[src/logic/cfl_pkg.sv]
// Constants for the converter main configuration decode block.
// Assumes a serial control port front end that delivers whole 16-bit writes.
`default_nettype none
package cfl_pkg;
	localparam int          CFL_DATA_W       = 16;
	localparam int          CFL_ADDR_W       = 4;
	// Register indices on the serial control port
	localparam logic [3:0]  CFL_ADDR_MAIN    = 4'h0;
	localparam logic [3:0]  CFL_ADDR_RSVD1   = 4'h1;
	// Values after reset
	localparam logic [15:0] CFL_MAIN_RESET   = 16'h2000;
	localparam logic [15:0] CFL_RSVD1_RESET  = 16'h2A0E;
	// Field positions in the main configuration register
	localparam int          CFL_BIT_PATTERN  = 12;
	localparam int          CFL_BIT_PD_I     = 11;
	localparam int          CFL_BIT_PD_Q     = 10;
	localparam int          CFL_BIT_RSVD9    = 9;
	localparam int          CFL_BIT_LOWCLK   = 8;
	localparam int          CFL_BIT_INTLV    = 7;
	localparam int          CFL_BIT_CHOICE   = 6;
	localparam int          CFL_BIT_SHORT    = 5;
	localparam int          CFL_BIT_TWOS     = 4;
	localparam int          CFL_BIT_TSTAMP   = 3;
	// Decoded sampling modes
	typedef enum logic [3:0] {
		CFL_MODE_INDEP   = 4'b0001,
		CFL_MODE_INTLV_I = 4'b0010,
		CFL_MODE_INTLV_Q = 4'b0100,
		CFL_MODE_SHORTED = 4'b1000
	} cfl_mode_t;
endpackage
`default_nettype wire

[src/logic/cfl_main_config.sv]
// Main configuration register low bits and the adjacent reserved register.
// Assumes the serial front end presents one-cycle write strobes with whole words,
// and that the pins below come from outside the clock domain.
// Behaviour
// - Pattern-select bit 12 set forces the fixed pattern onto sample and range outputs.
// - Bit 11 or the I power-down pin powers down the I channel, the pin even in extended mode.
// - Bit 10 or the Q power-down pin powers down the Q channel, the pin even in extended mode.
// - Bit 7 picks independent sampling at 0 and dual-edge interleaved sampling at 1.
// - In interleaved sampling bit 6 picks the I input at 0 and the Q input at 1.
// - In interleaved sampling bit 5 set shorts the I and Q inputs together.
// - Bit 4 picks offset binary at 0 and two's complement at 1.
// - Bit 3 set enables the time-stamp feature.
// - Register contents steer the device only in extended control mode.
`timescale 1ns/10ps
`default_nettype none
module cfl_main_config (
	input  wire logic                               i_clk_sys,        // System clock
	input  wire logic                               i_sys_rst,        // Async reset, high
	input  wire logic                               i_wr_stb,         // Write done strobe
	input  wire logic [cfl_pkg::CFL_ADDR_W-1:0]     i_wr_addr,        // Write index
	input  wire logic [cfl_pkg::CFL_DATA_W-1:0]     i_wr_data,        // Write word
	input  wire logic [cfl_pkg::CFL_ADDR_W-1:0]     i_rd_addr,        // Read index
	output logic      [cfl_pkg::CFL_DATA_W-1:0]     o_rd_data,        // Read word
	input  wire logic                               i_extended_control_mode, // Mode pin
	input  wire logic                               i_chan_i_powerdown_pin,  // I pd pin
	input  wire logic                               i_chan_q_powerdown_pin,  // Q pd pin
	output logic                                    o_fixed_pattern_select,  // Pattern out
	output logic                                    o_chan_i_powerdown,      // I powered down
	output logic                                    o_chan_q_powerdown,      // Q powered down
	output logic                                    o_low_clock_tuning,      // Low clk tune
	output logic                                    o_interleave_enable,     // DES sampling
	output logic                                    o_interleave_input_choice, // Q input
	output logic                                    o_interleave_input_short,  // Shorted
	output logic                                    o_interleave_shorted_mode, // 101b mode
	output logic                                    o_twos_complement_select,  // 2s comp
	output logic                                    o_time_stamp_enable,       // Stamp on
	output cfl_pkg::cfl_mode_t                      o_sample_mode              // Decoded mode
);
	import cfl_pkg::*;

	// Positions of the pins inside the gathered pin vector
	localparam int PIN_N    = 3;
	localparam int PIN_EXT  = 0;
	localparam int PIN_PD_I = 1;
	localparam int PIN_PD_Q = 2;

	logic [CFL_DATA_W-1:0] main_reg;
	logic [CFL_DATA_W-1:0] rsvd1_reg;
	logic [PIN_N-1:0]      pin_raw;
	logic [PIN_N-1:0]      pin_sync;
	logic                  ext_mode_sync;
	logic                  pd_i_pin_sync;
	logic                  pd_q_pin_sync;
	logic [CFL_DATA_W-1:0] eff_cfg;
	cfl_mode_t             mode_next;

	// Decode of the sampling mode from bits 7:5, shared by the mode output and the shorted-mode flag
	function automatic cfl_mode_t cfl_decode_mode(input logic [CFL_DATA_W-1:0] cfg);
		if (!cfg[CFL_BIT_INTLV])
			return CFL_MODE_INDEP;
		else if (cfg[CFL_BIT_SHORT] && !cfg[CFL_BIT_CHOICE])
			return CFL_MODE_SHORTED;
		else if (cfg[CFL_BIT_CHOICE])
			return CFL_MODE_INTLV_Q;
		else
			return CFL_MODE_INTLV_I;
	endfunction

	// Steering bits only count while interleaving, so stale bits cannot leak out
	function automatic logic cfl_intlv_bit(input logic [CFL_DATA_W-1:0] cfg, input int pos);
		return cfg[CFL_BIT_INTLV] & cfg[pos];
	endfunction

	// Pins gathered into one vector so a single loop builds every synchroniser
	assign pin_raw = {i_chan_q_powerdown_pin, i_chan_i_powerdown_pin, i_extended_control_mode};

	// Two flops per pin; the pins are asynchronous to the system clock
	for (genvar g = 0; g < PIN_N; g++) begin : g_pin_sync
		cfl_sync2 u_sync (
			.i_clk_sys (i_clk_sys),
			.i_sys_rst (i_sys_rst),
			.i_async   (pin_raw[g]),
			.o_sync    (pin_sync[g])
		);
	end

	// Named views of the synchronised pins
	assign ext_mode_sync = pin_sync[PIN_EXT];
	assign pd_i_pin_sync = pin_sync[PIN_PD_I];
	assign pd_q_pin_sync = pin_sync[PIN_PD_Q];

	// Main register: stored whole, reserved bits kept as written so read-back is honest
	always_ff @(posedge i_clk_sys or posedge i_sys_rst) begin
		if (i_sys_rst) begin
			main_reg <= CFL_MAIN_RESET;
		end else if (i_wr_stb && (i_wr_addr == CFL_ADDR_MAIN)) begin
			main_reg <= i_wr_data;
		end
	end

	// Reserved register at index 1 keeps its written word
	always_ff @(posedge i_clk_sys or posedge i_sys_rst) begin
		if (i_sys_rst) begin
			rsvd1_reg <= CFL_RSVD1_RESET;
		end else if (i_wr_stb && (i_wr_addr == CFL_ADDR_RSVD1)) begin
			rsvd1_reg <= i_wr_data;
		end
	end

	// Read mux; unmapped indices read zero since other registers live elsewhere
	always_comb begin
		unique case (i_rd_addr)
			CFL_ADDR_MAIN:  o_rd_data = main_reg;
			CFL_ADDR_RSVD1: o_rd_data = rsvd1_reg;
			default:        o_rd_data = '0;
		endcase
	end

	// Outside extended mode the bits fall back to their reset values
	assign eff_cfg   = ext_mode_sync ? main_reg : CFL_MAIN_RESET;
	assign mode_next = cfl_decode_mode(eff_cfg);

	// Pattern select; registered one cycle after the write lands
	always_ff @(posedge i_clk_sys or posedge i_sys_rst) begin
		if (i_sys_rst) begin
			o_fixed_pattern_select <= CFL_MAIN_RESET[CFL_BIT_PATTERN];
		end else begin
			o_fixed_pattern_select <= eff_cfg[CFL_BIT_PATTERN];
		end
	end

	// I power-down; the pin acts in either control mode
	always_ff @(posedge i_clk_sys or posedge i_sys_rst) begin
		if (i_sys_rst) begin
			o_chan_i_powerdown <= CFL_MAIN_RESET[CFL_BIT_PD_I];
		end else begin
			o_chan_i_powerdown <= eff_cfg[CFL_BIT_PD_I] | pd_i_pin_sync;
		end
	end

	// Q power-down; the pin acts in either control mode
	always_ff @(posedge i_clk_sys or posedge i_sys_rst) begin
		if (i_sys_rst) begin
			o_chan_q_powerdown <= CFL_MAIN_RESET[CFL_BIT_PD_Q];
		end else begin
			o_chan_q_powerdown <= eff_cfg[CFL_BIT_PD_Q] | pd_q_pin_sync;
		end
	end

	// Low clock tuning; the host decides when it suits the sampling clock
	always_ff @(posedge i_clk_sys or posedge i_sys_rst) begin
		if (i_sys_rst) begin
			o_low_clock_tuning <= CFL_MAIN_RESET[CFL_BIT_LOWCLK];
		end else begin
			o_low_clock_tuning <= eff_cfg[CFL_BIT_LOWCLK];
		end
	end

	// Dual-edge interleaved sampling enable
	always_ff @(posedge i_clk_sys or posedge i_sys_rst) begin
		if (i_sys_rst) begin
			o_interleave_enable <= CFL_MAIN_RESET[CFL_BIT_INTLV];
		end else begin
			o_interleave_enable <= eff_cfg[CFL_BIT_INTLV];
		end
	end

	// Input choice, held low outside interleaving
	always_ff @(posedge i_clk_sys or posedge i_sys_rst) begin
		if (i_sys_rst) begin
			o_interleave_input_choice <= CFL_MAIN_RESET[CFL_BIT_CHOICE];
		end else begin
			o_interleave_input_choice <= cfl_intlv_bit(eff_cfg, CFL_BIT_CHOICE);
		end
	end

	// Input short, held low outside interleaving so the inputs stay apart
	always_ff @(posedge i_clk_sys or posedge i_sys_rst) begin
		if (i_sys_rst) begin
			o_interleave_input_short <= CFL_MAIN_RESET[CFL_BIT_SHORT];
		end else begin
			o_interleave_input_short <= cfl_intlv_bit(eff_cfg, CFL_BIT_SHORT);
		end
	end

	// Shorted interleaved mode flag, only for the 101b pattern
	always_ff @(posedge i_clk_sys or posedge i_sys_rst) begin
		if (i_sys_rst) begin
			o_interleave_shorted_mode <= 1'b0;
		end else begin
			o_interleave_shorted_mode <= (mode_next == CFL_MODE_SHORTED);
		end
	end

	// Output number format
	always_ff @(posedge i_clk_sys or posedge i_sys_rst) begin
		if (i_sys_rst) begin
			o_twos_complement_select <= CFL_MAIN_RESET[CFL_BIT_TWOS];
		end else begin
			o_twos_complement_select <= eff_cfg[CFL_BIT_TWOS];
		end
	end

	// Time-stamp enable
	always_ff @(posedge i_clk_sys or posedge i_sys_rst) begin
		if (i_sys_rst) begin
			o_time_stamp_enable <= CFL_MAIN_RESET[CFL_BIT_TSTAMP];
		end else begin
			o_time_stamp_enable <= eff_cfg[CFL_BIT_TSTAMP];
		end
	end

	// Decoded sampling mode, one-hot so the datapath needs no further decode
	always_ff @(posedge i_clk_sys or posedge i_sys_rst) begin
		if (i_sys_rst) begin
			o_sample_mode <= CFL_MODE_INDEP;
		end else begin
			o_sample_mode <= mode_next;
		end
	end
endmodule
`default_nettype wire

[src/logic/cfl_sync2.sv]
// Two-flop synchroniser for a level from a pin.
// Assumes the destination runs on i_clk_sys.
`timescale 1ns/10ps
`default_nettype none
module cfl_sync2 (
	input  wire logic i_clk_sys,  // System clock
	input  wire logic i_sys_rst,  // Async reset, active high
	input  wire logic i_async,    // Level from outside the domain
	output logic      o_sync      // Synchronised level
);
	logic meta_reg;
	// First stage read only by the second
	always_ff @(posedge i_clk_sys or posedge i_sys_rst) begin
		if (i_sys_rst) begin
			meta_reg <= 1'b0;
			o_sync   <= 1'b0;
		end else begin
			meta_reg <= i_async;
			o_sync   <= meta_reg;
		end
	end
endmodule
`default_nettype wire

[config.mk]
export PLATFORM = sky130hd
export DESIGN_NAME = cfl_main_config
export DESIGN_NICKNAME = d
export VERILOG_FILES = /design/src/logic/cfl_pkg.sv /design/src/logic/cfl_main_config.sv /design/src/logic/cfl_sync2.sv
export SDC_FILE = /design/constraint.sdc
export NUM_CORES = 1
export LEC_CHECK = 0
export ABC_AREA = 1
export BUFFER_PORTS_ARGS = -buffer_cell sky130_fd_sc_hd__buf_2
export CORE_AREA = 4 4 52 101
export CTS_CLUSTER_SIZE = 25
export DETAILED_ROUTE_END_ITERATION = 10
export DIE_AREA = 0 0 56 105
export PLACE_DENSITY_LB_ADDON = 0.08
export REMOVE_ABC_BUFFERS = 1
export SYNTH_ARGS = -nofsm -noshare
export SYNTH_HDL_FRONTEND = slang
export SYNTH_SLANG_ARGS = --single-unit
export TNS_END_PERCENT = 50
[constraint.sdc]
create_clock -name i_clk_sys -period 1.65 [get_ports i_clk_sys]
set_input_delay 0 -clock i_clk_sys [delete_from_list [all_inputs] [get_ports i_clk_sys]]
set_output_delay 0 -clock i_clk_sys [all_outputs]
set_load 0.02 [all_outputs]
==> run metrics <==
overall power 2.946 mW; last weighted congestion value of the routability-driven placer 0.7604; via count of the first global-routing pass 1927; Max clock buf depth 2; worst-case headroom to the max-slew limit 0.6454; LEAKAGE 1.577 nW; wire length of the first global-routing pass 9018 um; combinational power share 0.170; number of failing hold endpoints at the final stage 0; Detail Placement HPWL 3592 um; Core Rows 35; clock tree from TritonCTS yes; mean instance size in the synthesized netlist 9.218 um2; cell count after synthesis 245; most frequent standard cell in the layout excluding fill and tap cells nand2_1; First DRT Iteration DRCs 56; Synthesis Warnings 0; CP arrival 1.20 ns; maximum resistive drop on vdd 0.9066 mV; highest attainable clock frequency 834.8 MHz; Clock transition at path regs 0.09 ns; overall routing resource usage 0.1931; Critical Path End Type primary output; # diodes 0; Port Buf Inserts 59; sinks on the clock net 51; cell area after synthesis 2258 um2; maximum number of pins on one net before global-route repair 28; count of H-tree levels built during CTS 2; DP Worst Slack 0.5529 ns; via count 1986; outcome completed; Min-Delay Path Class in2reg; period utilisation layout 0.7260; transition at the pin with the smallest max-transition slack 0.5311 ns; register share of total power 0.538; Net Switching 828.7 uW; DIE AREA 5880 um2; top library cells by usage in the layout, fill and taps aside nand2_1, buf_2, dfrtp_1, nand4_1, nand3_1; power density over the cells 1020 nW/um2; sequential area share after synthesis 0.5695; number of different library cells in the post-synthesis netlist 15; Critical Path Source Type flop; total global routing overflow 0; clock insertion delay at the later pin of the skew report 0.30 ns; Sum Neg Setup Slack 0 ns; CTS resizes 0; clock power share 0.292; wire per inst 14.21 um; proportion of layout cells with a drive suffix above 1 0.2786; P_int 2.117 mW; core footprint 4554 um2; total detailed-routing wirelength 5372 um; maximum clock skew at final layout 0.002437 ns; Final setup violation count 0; Final Worst Setup Slack 0.4521 ns; Max-cap violations 0; count of boundary I/O pins 60; min Tclk post-route 1.198 ns; clock buffer count from CTS 5; setup repair after global routing missed its margin no; number of vias per cell 5.254; Antenna Violating Nets Remaining 0; area added between synthesis and finish 27.92%; area post-placement 2579 um2; Detailed Routing Iterations Pass 1 4; CTS root buf clkbuf_8; starting utilization of the core area 0.4959; WS Path Type reg2out; FF+latch count, synth 51; number of design rule violations left after detail routing 0; number of antenna violations at the first check in global routing 0; height of the die 105 um; nets 352; fraction of power spent switching nets 0.2813; maximum net fanout on the critical path 2; Req. time, crit path 1.65 ns; Slew Limit Fails 0; die width 56 um; design area 2889 um2
-- per-stage QoR --
step	utilization	instances	hold WS, ns
4_1_cts	0.6343	378	0.03688
2_1_floorplan	-	228	0.03143
6_report	0.6343	378	0.04421
5_1_grt	0.6343	378	0.06730
3_3_place_gp	0.5662	350	0.07906
3_5_place_dp	0.5662	350	0.07868
-- power by group through the flow --
stage	combinational (mW)	clock (mW)	sequential [mW]
floorplan	0.250	0	1.62
global placement	0.462	0	1.60
detailed placement	0.473	0	1.60
CTS	0.510	0.893	1.58
global route	0.568	0.922	1.61
finish	0.501	0.861	1.58
-- worst max-delay path: stages, from the launching register on --
cell     delay (ns)
dfstp_2        0.54
nand3_1        0.07
o21ai_0        0.10
buf_2          0.19
-- cell type report --
class                   instances  area (um2)
fillers                       441        1665
repair buffers                 87       568.0
inverters                      15       56.30
clock inverters                 2       37.54
flip-flops and latches         51        1286
well taps                      55       68.82
clock buffers                   6       72.57
multi-input cells             162       799.5
-- timing repair --
item / 4_1_cts / 5_1_grt
hold buffers: 20 / 0
setup endpoints to repair: 0 / 0
hold endpoints to repair: 56 / 0
buffers inserted: 0 / 0
-- cells in the mapped netlist --
cell type  instances  area, um2
buf_6              3      33.78
buf_4              6      45.04
nand2_1           83      311.6
o21bai_1           2      15.01
o21ai_0            4      20.02
nand4_1           32      200.2
nand3_1           28      140.1
nor3_1             3      15.01
dfstp_2            8      210.2
nand3_4            2      35.03
dfrtp_1           43       1076
nor2_4             4      45.04
nor2_1             4      15.01
buf_2              8      40.04
inv_1             15      56.30
-- per-layer routing --
metal / track usage / vias up / wire length [um]
li1: - / 967 / -
met1: 0.2236 / 932 / 2022
met2: 0.3501 / 81 / 2894
met3: 0.03214 / 6 / 365
met4: 0.06621 / 0 / 90
met5: 0 / - / 0
-- final timing paths --
kind | from | slack [ns] | depth (start not counted) | endpoint
max | rsvd1_reg[11]$_DFFE_PP1P_ | 0.45 | 3 | o_rd_data[11]
min | i_wr_addr[0] | 0.04 | 4 | main_reg[13]$_DFFE_PP1P_
min in group asynchronous | i_sys_rst | 0.28 | 3 | main_reg[8]$_DFFE_PP0P_
min reg2reg | g_pin_sync[2].u_sync.meta_reg$_DFF_PP0_ | 0.35 | 0 | g_pin_sync[2].u_sync.o_sync$_DFF_PP0_
max reg2reg | g_pin_sync[0].u_sync.o_sync$_DFF_PP0_ | 0.71 | 2 | o_sample_mode[3]$_DFF_PP0_
max in group asynchronous | i_sys_rst | 0.77 | 4 | rsvd1_reg[11]$_DFFE_PP1P_
-- logic make-up (layout without fill, tap and decap cells) --
group	after synthesis	count (layout)	synth area share
compound gates	6	6	0.01551
simple gates	156	156	0.3374
flops	51	51	0.5695
buf+inv	32	110	0.07756
(Power assumes the default switching activity.)
